## config.mk

```make
export PLATFORM = sky130hd
export DESIGN_NAME = xo_margin_pll_cfg_regs
export DESIGN_NICKNAME = d
export VERILOG_FILES = /design/src/core/margin_cfg_pkg.sv /design/src/core/xo_margin_pll_cfg_regs.sv /design/src/core/offset_word_reg.sv /design/src/core/sync_two_ff.sv
export SDC_FILE = /design/constraint.sdc
export NUM_CORES = 1
export LEC_CHECK = 0
export ABC_AREA = 1
export BUFFER_PORTS_ARGS = -buffer_cell sky130_fd_sc_hd__buf_4
export CORE_ASPECT_RATIO = 0.5
export CORE_MARGIN = 10
export CORE_UTILIZATION = 54
export CTS_CLUSTER_DIAMETER = 30
export DETAILED_ROUTE_END_ITERATION = 12
export HOLD_SLACK_MARGIN = 0.15
export PLACE_DENSITY = 0.8
export SLEW_MARGIN = 20
export SYNTH_ARGS = -nofsm -noshare
export SYNTH_HDL_FRONTEND = slang
export SYNTH_SLANG_ARGS = --single-unit
```

## constraint.sdc

```tcl
create_clock -name clock_in -period 2.35 [get_ports clock_in]
set_clock_uncertainty 0.1 [all_clocks]
set_input_delay 0.235 -clock clock_in [delete_from_list [all_inputs] [get_ports clock_in]]
set_output_delay 0.235 -clock clock_in [all_outputs]
set_load 0.005 [all_outputs]
```

## src/core/margin_cfg_pkg.sv

```systemverilog
// constants for the margining offset and synthesizer-one configuration bank
package margin_cfg_pkg;
  localparam int ADDR_W = 12;
  localparam int DATA_W = 32;
  localparam int OFS_W = 10;
  localparam int BYTE_W = 8;
  localparam int HIGH_W = 2;
  localparam int FILT_W = 3;
  // register indices as printed; byte address is four times the index
  localparam logic [7:0] IDX_STEP5_LOW = 8'h61;
  localparam logic [7:0] IDX_STEP6_HIGH = 8'h62;
  localparam logic [7:0] IDX_STEP6_LOW = 8'h63;
  localparam logic [7:0] IDX_STEP7_HIGH = 8'h64;
  localparam logic [7:0] IDX_STEP7_LOW = 8'h65;
  localparam logic [7:0] IDX_STEP8_HIGH = 8'h66;
  localparam logic [7:0] IDX_STEP8_LOW = 8'h67;
  localparam logic [7:0] IDX_SOFT_HIGH = 8'h68;
  localparam logic [7:0] IDX_SOFT_LOW = 8'h69;
  localparam logic [7:0] IDX_PULSE_CTRL = 8'h75;
  localparam logic [7:0] IDX_FILTER_CTRL = 8'h76;
  // own register: margin option and active offset readback
  localparam logic [7:0] IDX_MARGIN_CTRL = 8'h80;
  localparam logic [7:0] IDX_ACTIVE_OFS = 8'h81;
  // reset values
  localparam logic [7:0] RST_STEP5_LOW = 8'hbe;
  localparam logic [1:0] RST_STEP6_HIGH = 2'h1;
  localparam logic [7:0] RST_STEP6_LOW = 8'hfe;
  localparam logic [1:0] RST_STEP7_HIGH = 2'h2;
  localparam logic [7:0] RST_STEP7_LOW = 8'h47;
  localparam logic [1:0] RST_STEP8_HIGH = 2'h2;
  localparam logic [7:0] RST_STEP8_LOW = 8'h9e;
  localparam logic [1:0] RST_SOFT_HIGH = 2'h0;
  localparam logic [7:0] RST_SOFT_LOW = 8'h00;
  localparam logic RST_STRETCH = 1'b0;
  localparam logic [2:0] RST_FILTER = 3'h3;
  localparam logic [1:0] RST_OPTION = 2'h0;
  // field positions
  localparam int STRETCH_BIT = 7;
  // filter codes
  localparam logic [2:0] FILT_SECOND = 3'h3;
  localparam logic [2:0] FILT_THIRD = 3'h7;
  // margin option codes
  localparam logic [1:0] OPT_PIN_GATED = 2'h0;
  localparam logic [1:0] OPT_PIN = 2'h1;
  localparam logic [1:0] OPT_SOFT = 2'h2;
  // minimum phase-detector pulse widths in ps
  localparam int PULSE_NARROW_PS = 200;
  localparam int PULSE_WIDE_PS = 600;
  localparam logic [1:0] RESP_OKAY = 2'h0;
  localparam logic [1:0] RESP_SLVERR = 2'h2;
  localparam logic [2:0] NOMINAL_STEP = 3'h3;
endpackage

```

## src/core/xo_margin_pll_cfg_regs.sv

```systemverilog
// margining offset and synthesizer-one configuration bank on axi4-lite
//
// Implementation choice: the AXI4-Lite interface to the registers.
`timescale 1ns/1ns
module xo_margin_pll_cfg_regs
  import margin_cfg_pkg::*;
(
  input wire logic clock_in,
  input wire logic rst_b_in,
  input wire logic [margin_cfg_pkg::ADDR_W-1:0] s_axi_awaddr_in,
  input wire logic s_axi_awvalid_in,
  output logic s_axi_awready_out,
  input wire logic [margin_cfg_pkg::DATA_W-1:0] s_axi_wdata_in,
  input wire logic [3:0] s_axi_wstrb_in,
  input wire logic s_axi_wvalid_in,
  output logic s_axi_wready_out,
  output logic [1:0] s_axi_bresp_out,
  output logic s_axi_bvalid_out,
  input wire logic s_axi_bready_in,
  input wire logic [margin_cfg_pkg::ADDR_W-1:0] s_axi_araddr_in,
  input wire logic s_axi_arvalid_in,
  output logic s_axi_arready_out,
  output logic [margin_cfg_pkg::DATA_W-1:0] s_axi_rdata_out,
  output logic [1:0] s_axi_rresp_out,
  output logic s_axi_rvalid_out,
  input wire logic s_axi_rready_in,
  input wire logic [2:0] step_select_pin_in,
  input wire logic margin_gate_pin_in,
  output logic [margin_cfg_pkg::OFS_W-1:0] active_offset_out,
  output logic synth_one_pulse_stretch_out,
  output logic [margin_cfg_pkg::FILT_W-1:0] synth_one_filter_order_out,
  output logic synth_one_third_order_out,
  output logic [9:0] synth_one_min_pulse_ps_out
);
  import margin_cfg_pkg::*;

  // the split offset word only works when the two stored fields fill it exactly
  if (OFS_W != HIGH_W + BYTE_W)
  begin : g_width_check
    $error("offset width must equal high field plus low byte");
  end

  // write channel holding registers: address and data may arrive apart
  logic aw_held_ff;
  logic w_held_ff;
  logic [ADDR_W-1:0] aw_addr_ff;
  logic [DATA_W-1:0] w_data_ff;
  logic [3:0] w_strb_ff;
  logic bvalid_ff;
  logic [1:0] bresp_ff;
  logic rvalid_ff;
  logic [1:0] rresp_ff;
  logic [DATA_W-1:0] rdata_ff;
  logic stretch_ff;
  logic [FILT_W-1:0] filter_ff;
  logic [1:0] option_ff;
  logic [OFS_W-1:0] active_ff;
  logic [HIGH_W-1:0] step5_high_q;

  // accept each write channel while no response is pending
  assign s_axi_awready_out = !aw_held_ff && !bvalid_ff;
  assign s_axi_wready_out = !w_held_ff && !bvalid_ff;
  assign s_axi_arready_out = !rvalid_ff;
  wire aw_take = s_axi_awvalid_in && s_axi_awready_out;
  wire w_take = s_axi_wvalid_in && s_axi_wready_out;
  wire ar_take = s_axi_arvalid_in && s_axi_arready_out;
  wire [ADDR_W-1:0] wr_addr = aw_held_ff ? aw_addr_ff : s_axi_awaddr_in;
  wire [DATA_W-1:0] wr_data = w_held_ff ? w_data_ff : s_axi_wdata_in;
  wire [3:0] wr_strb = w_held_ff ? w_strb_ff : s_axi_wstrb_in;
  wire wr_fire = (aw_held_ff || aw_take) && (w_held_ff || w_take);

  // word decode; low address bits ignored, only byte lane 0 carries data
  wire [7:0] wr_idx = wr_addr[9:2];
  wire wr_lane0 = wr_fire && wr_strb[0];
  wire wr_aligned = (wr_addr[11:10] == 2'h0);
  wire we_s5l = wr_lane0 && wr_aligned && (wr_idx == IDX_STEP5_LOW);
  wire we_s6h = wr_lane0 && wr_aligned && (wr_idx == IDX_STEP6_HIGH);
  wire we_s6l = wr_lane0 && wr_aligned && (wr_idx == IDX_STEP6_LOW);
  wire we_s7h = wr_lane0 && wr_aligned && (wr_idx == IDX_STEP7_HIGH);
  wire we_s7l = wr_lane0 && wr_aligned && (wr_idx == IDX_STEP7_LOW);
  wire we_s8h = wr_lane0 && wr_aligned && (wr_idx == IDX_STEP8_HIGH);
  wire we_s8l = wr_lane0 && wr_aligned && (wr_idx == IDX_STEP8_LOW);
  wire we_swh = wr_lane0 && wr_aligned && (wr_idx == IDX_SOFT_HIGH);
  wire we_swl = wr_lane0 && wr_aligned && (wr_idx == IDX_SOFT_LOW);
  wire we_pls = wr_lane0 && wr_aligned && (wr_idx == IDX_PULSE_CTRL);
  wire we_flt = wr_lane0 && wr_aligned && (wr_idx == IDX_FILTER_CTRL);
  wire we_opt = wr_lane0 && wr_aligned && (wr_idx == IDX_MARGIN_CTRL);
  wire wr_mapped = wr_aligned && (wr_idx == IDX_STEP5_LOW || wr_idx == IDX_STEP6_HIGH
    || wr_idx == IDX_STEP6_LOW || wr_idx == IDX_STEP7_HIGH || wr_idx == IDX_STEP7_LOW
    || wr_idx == IDX_STEP8_HIGH || wr_idx == IDX_STEP8_LOW || wr_idx == IDX_SOFT_HIGH
    || wr_idx == IDX_SOFT_LOW || wr_idx == IDX_PULSE_CTRL || wr_idx == IDX_FILTER_CTRL
    || wr_idx == IDX_MARGIN_CTRL || wr_idx == IDX_ACTIVE_OFS);

  // step-five high bits live outside this bank; held at zero here
  assign step5_high_q = '0;
  logic [7:0] step5_low_ff;
  logic [OFS_W-1:0] step6_w;
  logic [OFS_W-1:0] step7_w;
  logic [OFS_W-1:0] step8_w;
  logic [OFS_W-1:0] soft_w;

  offset_word_reg #(.HIGH_RST(RST_STEP6_HIGH), .LOW_RST(RST_STEP6_LOW)) u_step6 (
    .clock_in(clock_in), .rst_b_in(rst_b_in), .high_we_in(we_s6h), .low_we_in(we_s6l),
    .wdata_in(wr_data[7:0]), .word_out(step6_w));
  offset_word_reg #(.HIGH_RST(RST_STEP7_HIGH), .LOW_RST(RST_STEP7_LOW)) u_step7 (
    .clock_in(clock_in), .rst_b_in(rst_b_in), .high_we_in(we_s7h), .low_we_in(we_s7l),
    .wdata_in(wr_data[7:0]), .word_out(step7_w));
  offset_word_reg #(.HIGH_RST(RST_STEP8_HIGH), .LOW_RST(RST_STEP8_LOW)) u_step8 (
    .clock_in(clock_in), .rst_b_in(rst_b_in), .high_we_in(we_s8h), .low_we_in(we_s8l),
    .wdata_in(wr_data[7:0]), .word_out(step8_w));
  offset_word_reg #(.HIGH_RST(RST_SOFT_HIGH), .LOW_RST(RST_SOFT_LOW)) u_soft (
    .clock_in(clock_in), .rst_b_in(rst_b_in), .high_we_in(we_swh), .low_we_in(we_swl),
    .wdata_in(wr_data[7:0]), .word_out(soft_w));

  // pins are asynchronous: resynchronise before the selector reads them
  logic [3:0] pins_sync;
  sync_two_ff #(.WIDTH(4)) u_pin_sync (
    .clock_in(clock_in), .rst_b_in(rst_b_in),
    .async_in({margin_gate_pin_in, step_select_pin_in}), .sync_out(pins_sync));
  wire [2:0] step_sel = pins_sync[2:0];
  wire gate_high = pins_sync[3];

  // plain control fields
  always_ff @(posedge clock_in)
  begin
    if (!rst_b_in)
    begin
      step5_low_ff <= RST_STEP5_LOW;
      stretch_ff <= RST_STRETCH;
      filter_ff <= RST_FILTER;
      option_ff <= RST_OPTION;
    end
    else
    begin
      if (we_s5l)
        step5_low_ff <= wr_data[7:0];
      if (we_pls)
        stretch_ff <= wr_data[STRETCH_BIT];
      if (we_flt)
        filter_ff <= wr_data[FILT_W-1:0];
      if (we_opt)
        option_ff <= wr_data[1:0];
    end
  end

  // step offsets below five come from the preceding bank; unused here
  wire [2:0] eff_step = (option_ff == OPT_PIN_GATED && gate_high) ? NOMINAL_STEP : step_sel;
  wire [OFS_W-1:0] step5_w = {step5_high_q, step5_low_ff};
  wire [OFS_W-1:0] pin_ofs = (eff_step == 3'h4) ? step5_w :
                             (eff_step == 3'h5) ? step6_w :
                             (eff_step == 3'h6) ? step7_w :
                             (eff_step == 3'h7) ? step8_w : {OFS_W{1'b0}};
  wire [OFS_W-1:0] nxt_active = (option_ff == OPT_SOFT) ? soft_w : pin_ofs;

  // registered so the offset output never glitches on a pin edge
  always_ff @(posedge clock_in)
  begin
    if (!rst_b_in)
      active_ff <= {OFS_W{1'b0}};
    else
      active_ff <= nxt_active;
  end

  // read decode
  wire [7:0] rd_idx = s_axi_araddr_in[9:2];
  wire rd_aligned = (s_axi_araddr_in[11:10] == 2'h0);
  logic [7:0] rd_byte;
  logic rd_hit;
  always_comb
  begin
    rd_byte = 8'h00;
    rd_hit = rd_aligned;
    case (rd_idx)
      IDX_STEP5_LOW: rd_byte = step5_low_ff;
      IDX_STEP6_HIGH: rd_byte = {6'h00, step6_w[9:8]};
      IDX_STEP6_LOW: rd_byte = step6_w[7:0];
      IDX_STEP7_HIGH: rd_byte = {6'h00, step7_w[9:8]};
      IDX_STEP7_LOW: rd_byte = step7_w[7:0];
      IDX_STEP8_HIGH: rd_byte = {6'h00, step8_w[9:8]};
      IDX_STEP8_LOW: rd_byte = step8_w[7:0];
      IDX_SOFT_HIGH: rd_byte = {6'h00, soft_w[9:8]};
      IDX_SOFT_LOW: rd_byte = soft_w[7:0];
      IDX_PULSE_CTRL: rd_byte = {stretch_ff, 7'h00};
      IDX_FILTER_CTRL: rd_byte = {5'h00, filter_ff};
      IDX_MARGIN_CTRL: rd_byte = {6'h00, option_ff};
      IDX_ACTIVE_OFS: rd_byte = active_ff[7:0];
      default: rd_hit = 1'b0;
    endcase
  end
  wire [DATA_W-1:0] rd_word = (rd_idx == IDX_ACTIVE_OFS) ?
    {22'h0, active_ff} : {24'h0, rd_byte};

  // bus handshake state
  always_ff @(posedge clock_in)
  begin
    if (!rst_b_in)
    begin
      aw_held_ff <= 1'b0;
      w_held_ff <= 1'b0;
      aw_addr_ff <= '0;
      w_data_ff <= '0;
      w_strb_ff <= 4'h0;
      bvalid_ff <= 1'b0;
      bresp_ff <= RESP_OKAY;
      rvalid_ff <= 1'b0;
      rresp_ff <= RESP_OKAY;
      rdata_ff <= '0;
    end
    else
    begin
      if (wr_fire)
      begin
        aw_held_ff <= 1'b0;
        w_held_ff <= 1'b0;
        bvalid_ff <= 1'b1;
        bresp_ff <= wr_mapped ? RESP_OKAY : RESP_SLVERR;
      end
      else
      begin
        if (aw_take)
        begin
          aw_held_ff <= 1'b1;
          aw_addr_ff <= s_axi_awaddr_in;
        end
        if (w_take)
        begin
          w_held_ff <= 1'b1;
          w_data_ff <= s_axi_wdata_in;
          w_strb_ff <= s_axi_wstrb_in;
        end
        if (bvalid_ff && s_axi_bready_in)
          bvalid_ff <= 1'b0;
      end
      if (ar_take)
      begin
        rvalid_ff <= 1'b1;
        rdata_ff <= rd_hit ? rd_word : '0;
        rresp_ff <= rd_hit ? RESP_OKAY : RESP_SLVERR;
      end
      else if (rvalid_ff && s_axi_rready_in)
        rvalid_ff <= 1'b0;
    end
  end

  assign s_axi_bvalid_out = bvalid_ff;
  assign s_axi_bresp_out = bresp_ff;
  assign s_axi_rvalid_out = rvalid_ff;
  assign s_axi_rresp_out = rresp_ff;
  assign s_axi_rdata_out = rdata_ff;

  // analog controls driven straight from the fields
  assign active_offset_out = active_ff;
  assign synth_one_pulse_stretch_out = stretch_ff;
  assign synth_one_filter_order_out = filter_ff;
  assign synth_one_third_order_out = (filter_ff == FILT_THIRD);
  assign synth_one_min_pulse_ps_out = stretch_ff ? 10'(PULSE_WIDE_PS) :
                                                   10'(PULSE_NARROW_PS);

  a_pulse_width: assert property (@(posedge clock_in) disable iff (!rst_b_in)
    !stretch_ff |-> synth_one_min_pulse_ps_out == 10'd200)
    else $error("narrow pulse width wrong");
  a_pulse_wide: assert property (@(posedge clock_in) disable iff (!rst_b_in)
    stretch_ff |-> synth_one_min_pulse_ps_out == 10'd600)
    else $error("wide pulse width wrong");
  a_third_order: assert property (@(posedge clock_in) disable iff (!rst_b_in)
    synth_one_third_order_out == (synth_one_filter_order_out == 3'h7))
    else $error("third order flag wrong");
  a_second_order: assert property (@(posedge clock_in) disable iff (!rst_b_in)
    synth_one_filter_order_out == 3'h3 |-> !synth_one_third_order_out)
    else $error("second order code flagged third");
  a_filter_reset: assert property (@(posedge clock_in)
    !rst_b_in |=> filter_ff == 3'h3)
    else $error("filter reset value wrong");
  a_step5_reset: assert property (@(posedge clock_in)
    !rst_b_in |=> step5_low_ff == 8'hbe)
    else $error("step five reset value wrong");
  a_step_words: assert property (@(posedge clock_in)
    !rst_b_in |=> step6_w == 10'h1fe && step7_w == 10'h247 && step8_w == 10'h29e)
    else $error("step word reset wrong");
  a_soft_apply: assert property (@(posedge clock_in) disable iff (!rst_b_in)
    option_ff == 2'h2 && $stable(option_ff) && $stable(soft_w) |=> active_ff == $past(soft_w))
    else $error("soft offset not applied");
  a_soft_reset: assert property (@(posedge clock_in)
    !rst_b_in |=> soft_w == 10'h000)
    else $error("soft offset reset value wrong");
  a_gate_nominal: assert property (@(posedge clock_in) disable iff (!rst_b_in)
    option_ff == 2'h0 && gate_high |=> active_ff == 10'h000)
    else $error("gated step not nominal");
  a_step8_pick: assert property (@(posedge clock_in) disable iff (!rst_b_in)
    option_ff == 2'h1 && step_sel == 3'h7 |=> active_ff == $past(step8_w))
    else $error("step eight not applied");
  a_reserved_zero: assert property (@(posedge clock_in) disable iff (!rst_b_in)
    rvalid_ff && $rose(rvalid_ff) && rresp_ff == 2'h0 |-> rdata_ff[31:10] == 22'h0)
    else $error("reserved bits not zero");
endmodule

```

## src/core/offset_word_reg.sv

```systemverilog
// one split margining offset word: high two bits and low byte
`timescale 1ns/1ns
module offset_word_reg
  import margin_cfg_pkg::*;
#(
  parameter logic [1:0] HIGH_RST = 2'h0,
  parameter logic [7:0] LOW_RST = 8'h00
)(
  input wire logic clock_in,
  input wire logic rst_b_in,
  input wire logic high_we_in,
  input wire logic low_we_in,
  input wire logic [7:0] wdata_in,
  output logic [margin_cfg_pkg::OFS_W-1:0] word_out
);
  logic [1:0] high_ff;
  logic [7:0] low_ff;
  // reserved upper bits of the high byte are simply not stored
  always_ff @(posedge clock_in)
  begin
    if (!rst_b_in)
    begin
      high_ff <= HIGH_RST;
      low_ff <= LOW_RST;
    end
    else
    begin
      if (high_we_in)
        high_ff <= wdata_in[1:0];
      if (low_we_in)
        low_ff <= wdata_in;
    end
  end
  assign word_out = {high_ff, low_ff};
endmodule

```

## src/core/sync_two_ff.sv

```systemverilog
// two-flop synchroniser for a pin level
`timescale 1ns/1ns
module sync_two_ff #(
  parameter int WIDTH = 1
)(
  input wire logic clock_in,
  input wire logic rst_b_in,
  input wire logic [WIDTH-1:0] async_in,
  output logic [WIDTH-1:0] sync_out
);
  logic [WIDTH-1:0] meta_ff;
  logic [WIDTH-1:0] sync_ff;
  // first stage feeds only the second
  always_ff @(posedge clock_in)
  begin
    if (!rst_b_in)
    begin
      meta_ff <= '0;
      sync_ff <= '0;
    end
    else
    begin
      meta_ff <= async_in;
      sync_ff <= meta_ff;
    end
  end
  assign sync_out = sync_ff;
endmodule

```

* Yosys cells after proc, flatten, opt, wreduce, memory -nomap -nowiden
Index checks and enable logic that the tools add are counted.
** Cells by class
- Eq/ne operators :: 32
- Muxes and demuxes :: 20
- Bitwise gates (word level) :: 2
- Reduce and logical (&&, ||, !) cells :: 51
** Operators by type and width (count)
- $eq 8x7->1 const B :: 22
- $pmux 8 s12 :: 1
- $mux 10 :: 8
- $eq 8x8->1 const B :: 4
- $logic_and 1x1->1 :: 24
- $eq 3x3->1 const B :: 5
- $logic_or 1x1->1 :: 14
- $reduce_or 13->1 :: 1
- $mux 12 :: 1
- $mux 8 :: 1
- $logic_not 2->1 :: 3
- $mux 1 :: 6
- $logic_not 1->1 :: 4
- $mux 2 :: 2
- $reduce_and 2->1 :: 2
- $reduce_bool 2->1 :: 2
- $mux 3 :: 1
- $eq 2x2->1 const B :: 1
- $not 1->1 :: 2
- $reduce_or 2->1 :: 1
** Word-level totals
- Register bits :: 133
- Logic and storage cells :: 130

* Longest topological paths before layout
- Depth after elaboration :: 16
- Mapped depth :: 13
- Gate-level depth less buffers :: 12

* By module
From an unflattened synthesis, not the netlist that was laid out.
** Second synthesis, totals
- Cell total of the unflattened synthesis :: 871
- Area, all modules :: 5705.5 sq um
** By module, submodules not included
- xo_margin_pll_cfg_regs :: instances 1, cells an instance 632, area an instance 3937.5 sq um, seq. area each 1181.1 sq um
- offset_word_reg (u_soft) :: instances 1, cells an instance 61, area an instance 421.7 sq um, seq. area each 200.2 sq um
- offset_word_reg (u_step7) :: instances 1, cells an instance 54, area an instance 380.4 sq um, seq. area each 200.2 sq um
- offset_word_reg (u_step8) :: instances 1, cells an instance 51, area an instance 376.6 sq um, seq. area each 200.2 sq um
- offset_word_reg (u_step6) :: instances 1, cells an instance 48, area an instance 364.1 sq um, seq. area each 200.2 sq um
- sync_two_ff :: instances 1, cells an instance 25, area an instance 225.2 sq um, seq. area each 160.2 sq um

* Least setup slack after synthesis
OpenSTA, ideal clock, no wires.
- Path type :: reg-to-reg
- Start :: register aw_held_ff
- End :: register step5_low_ff[2]
- Library setup time :: 0.138 ns
- Arrival time :: 1.494 ns
- Path slack :: 0.618 ns
- Stages on the path, launching flop included :: 11
- Path buffers :: 3
- Period minus slack after synthesis :: 1.732 ns
- Path through :: dfxtp_1 > buf_6 > buf_6 > o21ai_2 > nand2_2 > nor2_4 > nand2_1 > nand3b_4 > buf_6 > a21oi_2 > o21ai_1
** Between the ends
- Cells in the longest elaborated chain, start to end :: 8
** RTL lines
- start: declaration :: line xo_margin_pll_cfg_regs.sv:44 : logic aw_held_ff;
- start signal: assignment :: line xo_margin_pll_cfg_regs.sv:198 : aw_held_ff <= 1'b0;
- start signal: assignment :: line xo_margin_pll_cfg_regs.sv:213 : aw_held_ff <= 1'b0;
- start signal: assignment :: line xo_margin_pll_cfg_regs.sv:222 : aw_held_ff <= 1'b1;
- $logic_not 1->1 :: line xo_margin_pll_cfg_regs.sv:61 : assign s_axi_awready_out = !aw_held_ff && !bvalid_ff;
- $logic_and 1x1->1 :: line xo_margin_pll_cfg_regs.sv:61
- $logic_and 1x1->1 :: line xo_margin_pll_cfg_regs.sv:64 : wire aw_take = s_axi_awvalid_in && s_axi_awready_out;
- $logic_or 1x1->1 :: line xo_margin_pll_cfg_regs.sv:70 : wire wr_fire = (aw_held_ff || aw_take) && (w_held_ff || w_take);
- $logic_and 1x1->1 :: line xo_margin_pll_cfg_regs.sv:70
- $logic_and 1x1->1 :: line xo_margin_pll_cfg_regs.sv:74 : wire wr_lane0 = wr_fire && wr_strb[0];
- $logic_and 1x1->1 :: line xo_margin_pll_cfg_regs.sv:76 : wire we_s5l = wr_lane0 && wr_aligned && (wr_idx == IDX_STEP5_LOW);
- $logic_and 1x1->1 (*) :: line xo_margin_pll_cfg_regs.sv:76
- end signal: assignment :: line xo_margin_pll_cfg_regs.sv:136 : step5_low_ff <= wr_data[7:0];
- end: declaration :: line xo_margin_pll_cfg_regs.sv:96 : logic [7:0] step5_low_ff;
Every way passes the cells marked *; elsewhere a longest branch is shown, timed or not.
A chain may end at the register's enable or synchronous reset.

* Worst setup path in the final report
- Start :: register aw_held_ff
- End :: register u_soft.low_ff[0]
** Between the ends
- Cells in the longest elaborated chain, start to end :: 8
** RTL lines
- $logic_not 1->1 :: line xo_margin_pll_cfg_regs.sv:61
- $logic_and 1x1->1 :: line xo_margin_pll_cfg_regs.sv:61
- $logic_and 1x1->1 :: line xo_margin_pll_cfg_regs.sv:64
- $logic_or 1x1->1 :: line xo_margin_pll_cfg_regs.sv:70
- $logic_and 1x1->1 :: line xo_margin_pll_cfg_regs.sv:70
- $logic_and 1x1->1 :: line xo_margin_pll_cfg_regs.sv:74
- $logic_and 1x1->1 :: line xo_margin_pll_cfg_regs.sv:84 : wire we_swl = wr_lane0 && wr_aligned && (wr_idx == IDX_SOFT_LOW);
- $logic_and 1x1->1 (*) :: line xo_margin_pll_cfg_regs.sv:84
- end signal: assignment :: line offset_word_reg.sv:31 : low_ff <= wdata_in;
- end: declaration :: line offset_word_reg.sv:17 : logic [7:0] low_ff;
Marks and branches as above.

==> results.txt <==
The run finished with clean final reports. STA classifies the critical path startpoint as a register. In the post-route analysis, the smallest setup slack over all paths is 0.230 ns. In this run the critical register-to-register path is launched from aw_held_ff. The path with the worst hold slack has its endpoint at s_axi_rdata_out[9].

The count of nets left with antenna violations once routing finished came out at 0. The final worst-path cycle share is 0.902. The remaining global-route overflow is 0. At the end of routability-driven placement, the weighted congestion stood at 0.902. The total non-filler cell area in the finished layout came out at a little under 7000 um^2. The per-instance average area after synthesis came out at 6.75 um^2. The number of buffers on the longest clock path is 2.

The maximum fanout count along the critical path came out at 15. The clock slew at the register clock pins of the worst setup and hold paths is 0.08 ns. The tightest hold path in the finished design has a slack of 0.212 ns. Summed over all failing endpoints, the final setup total negative slack is 0 ns. The worst pin sits at a relative slew slack of 0.546. The maximum clock rate came out at 0.472 GHz. In this run the critical register-to-register path is captured at u_soft.low_ff[0]. Of the synthesized area, sequential elements account for 0.374. The half-perimeter wire length after detailed placement came out at 12,600 um.

The placement-stage worst setup slack is about 0.12 ns. The number of buffer cells added on primary ports came out at 74. The share of layout cells above drive strength 1 came out at 0.174.

The net count reported at finish came out at 1,020. Setup repair after global routing left no endpoint under its margin. The number of primary I/O pins is 137.

Relative to the synthesized area, the layout overhead comes to 20.1%. At the pin with the least slew margin, the transition time is 0.677 ns. The y dimension of the die came out at 92.8 um. The final core utilization came out at 0.668.

The kind of path behind the tightest hold check is in2reg. The power consumption is slightly above 4 mW. The placement row count is 26. The number of global-route vias before repair is 5,115. The initial standard-cell utilization of the core is 0.556. The finished layout holds 1,094 standard cells, fillers aside. The TritonCTS clock tree is done. The width of the die is roughly 170 um. The H-tree depth came out at 3. The number of cells in the design after placement is about 1,100. For this design the static power due to leakage is 3.35 nW. The number of inserted filler cells in the final layout came out at about 940. The floorplan step defined a core boundary enclosing 10,300 um^2.

The final count of pins violating max slew is 0. The total CTS buffers is 9. In this run the register-to-register setup slack is 0.23 ns. The number of sinks on the clock net came out at 107. The worst setup path is of the reg2reg kind. The worst hold path passes through 6 cells. The number of endpoints failing setup at the final stage is 0. The depth of the most critical reg-to-reg path came out at 11. The routed wirelength normalized by instance count is 15.2 um. The pre-antenna-repair detailed-routing pass consisted of 5 iterations. The pin count of the biggest net entering global routing came out at 42. STA classifies the critical path endpoint as a register. The total setup buffers inserted after CTS is 0.

The number of hold violations in the final report is 0. The routed design has between 15,000 and 20,000 um of wire. After synthesis, the netlist uses 39 different library cells. After detailed routing, the number of remaining DRC violations is 0. The per-cell via count in the routed design came out at 5.18. The die area came out at 15,400 um^2. The worst path in the final design needs a cycle of ~2.1 ns, including I/O delays and setup. The number of DRC violations after detailed-routing iteration 0 is 538.

The clock tree root buffer cell is clkbuf_16. The register bit total from synthesis came out at 107. The worst voltage drop across the vdd grid came out at 0.397 mV. The antenna diode instance count came out at 0. The later-pin clock latency in the skew report came out at 0.36 ns.

Summing every instance area after synthesis gives 5720 um^2. For this design the ratio of total power to cell area is 586 nW/um^2. The reported max-cap violation count came out at 0. The wire length of the first global-routing pass came out at 26,300 um. The number of antenna violations at the first check in global routing came out at 0.

The post-synthesis cell count is 848. For this run, the total global-route usage over all layers was measured as 0.212. The via count came out at 5,665. The number of warnings printed during yosys synthesis came out at 0. The endpoint required time on the critical path is 2.53 ns.

The launch point of the worst hold path is s_axi_araddr_in[10]. The worst endpoint data arrival time is about 2.3 ns. The total placed instance area came out at 6310 um^2.
[kinds of logic after synthesis]
logic type / count (synthesis) / synth area share
buf+inv: 157 / 0.136
compound gates: 160 / 0.164
other cells: 2 / 0.00131
simple gates: 422 / 0.325
flops: 107 / 0.374
[flip-flops by register name, indices dropped and copies added (netlist names), 2 cells and up]
name	count
u_step8.low_ff	8
u_step6.low_ff	8
active_offset_out	10
synth_one_filter_order_out	3
u_soft.high_ff	2
aw_addr_ff	10
u_pin_sync.sync_out	4
s_axi_rdata_out	10
u_pin_sync.meta_ff	4
w_data_ff	8
u_step7.high_ff	2
option_ff	2
u_step7.low_ff	8
u_step8.high_ff	2
step5_low_ff	8
u_soft.low_ff	8
u_step6.high_ff	2
[placed cells by master (no fill, tap or decap), drive strengths merged]
cell and instances:
a21oi 66, a31oi 1, and2 1, buf 97, clkbuf 10, clkinv 3, clkinvlp 1, conb 31
dfxtp 107, dlygate4sd3 26, inv 97, nand2 222, nand3 59, nand3b 7, nand4 6, nor2 108
nor3 14, o211a 1, o211ai 19, o21a 2, o21ai 66, o22ai 4, o31ai 1, or2 5
[power by group]
part / total [mW] / leakage, nW / switching [mW] / internal [mW]
logic: 0.604 / 2.33 / 0.374 / 0.230
clock network: 1.50 / 0.142 / 0.731 / 0.769
registers: 1.92 / 0.870 / 0.0436 / 1.88
total: 4.02 / 3.35 / 1.15 / 2.88
[routing by layer]
metal | track usage | up-vias | share of wire
met5 | 0 | - | 0
met4 | 0.0356 | 0 | 0.0062
met3 | 0.0610 | 14 | 0.11
met2 | 0.298 | 257 | 0.39
met1 | 0.312 | 2538 | 0.49
li1 | - | 2856 | -
[how the worst max path moves through the flow]
stage	cells past startpoint	to	slack, ns	start
global route	11	u_soft.low_ff[0]	0.07	aw_held_ff
global placement	9	step5_low_ff[0]	0.18	aw_held_ff
floorplan	10	step5_low_ff[2]	0.62	aw_held_ff
CTS	9	step5_low_ff[0]	0.10	aw_held_ff
detailed placement	9	step5_low_ff[0]	0.12	aw_held_ff
finish	11	u_soft.low_ff[0]	0.23	aw_held_ff
[critical path: stages (launching register included)]
cell and delay, ns:
dfxtp_2 0.41, buf_4 0.19, nor3_4 0.16, nor2_1 0.09
nor2_1 0.15, nand2_1 0.08, nor2_2 0.08, buf_4 0.20
inv_2 0.11, nor2_4 0.19, nand2_1 0.09, a21oi_1 0.16
[synthesized netlist by cell type]
| cell | number | area [um^2] |
|---|---|---|
| o21a_1 | 2 | 15.0 |
| o21ai_0 | 51 | 255 |
| or2_2 | 5 | 31.3 |
| nand4_1 | 5 | 31.3 |
| nand4_2 | 1 | 12.5 |
| inv_2 | 7 | 26.3 |
| a31oi_1 | 1 | 6.26 |
| o22ai_1 | 4 | 25.0 |
| o211ai_2 | 10 | 125 |
| clkbuf_1 | 18 | 67.6 |
| nand2_1 | 213 | 800 |
| dfxtp_1 | 107 | 2140 |
| nor2_2 | 6 | 37.5 |
| o21ai_2 | 2 | 17.5 |
| nand3_1 | 59 | 295 |
| buf_4 | 33 | 248 |
| a21oi_2 | 3 | 26.3 |
| nor3_1 | 12 | 60.1 |
| a21oi_1 | 63 | 315 |
| clkinv_1 | 2 | 7.51 |
| inv_1 | 85 | 319 |
| nor2_1 | 98 | 368 |
| o211ai_1 | 9 | 67.6 |
| nor2_4 | 4 | 45.0 |
| nor3_4 | 1 | 16.3 |
| nand2_2 | 7 | 43.8 |
| nor3_2 | 1 | 10.0 |
| o211a_1 | 1 | 10.0 |
| nand3b_4 | 2 | 40.0 |
| and2_1 | 1 | 6.26 |
| conb_1 | 2 | 7.51 |
| nand2_4 | 2 | 22.5 |
| buf_2 | 2 | 10.0 |
| o21ai_1 | 13 | 65.1 |
| o31ai_1 | 1 | 7.51 |
| inv_4 | 1 | 6.26 |
| nand3b_1 | 5 | 37.5 |
| buf_6 | 8 | 90.1 |
| buf_1 | 1 | 3.75 |
[repair_timing]
action	in CTS	in global routing
hold buffers	26	0
resized for setup	0	1
endpoints found under the hold margin	29	0
setup endpoints to repair	0	26
[cell type report]
type / instances / area, um^2 / area share
clock inverter: 6 / 53.8 / 0.00783
multi-input combinational: 613 / 2910 / 0.424
tap: 140 / 175 / 0.0255
inverter: 95 / 359 / 0.0523
timing repair buffer: 123 / 988 / 0.144
clock buffer: 10 / 239 / 0.0348
sequential: 107 / 2140 / 0.312
(Power assumes the default switching activity.)
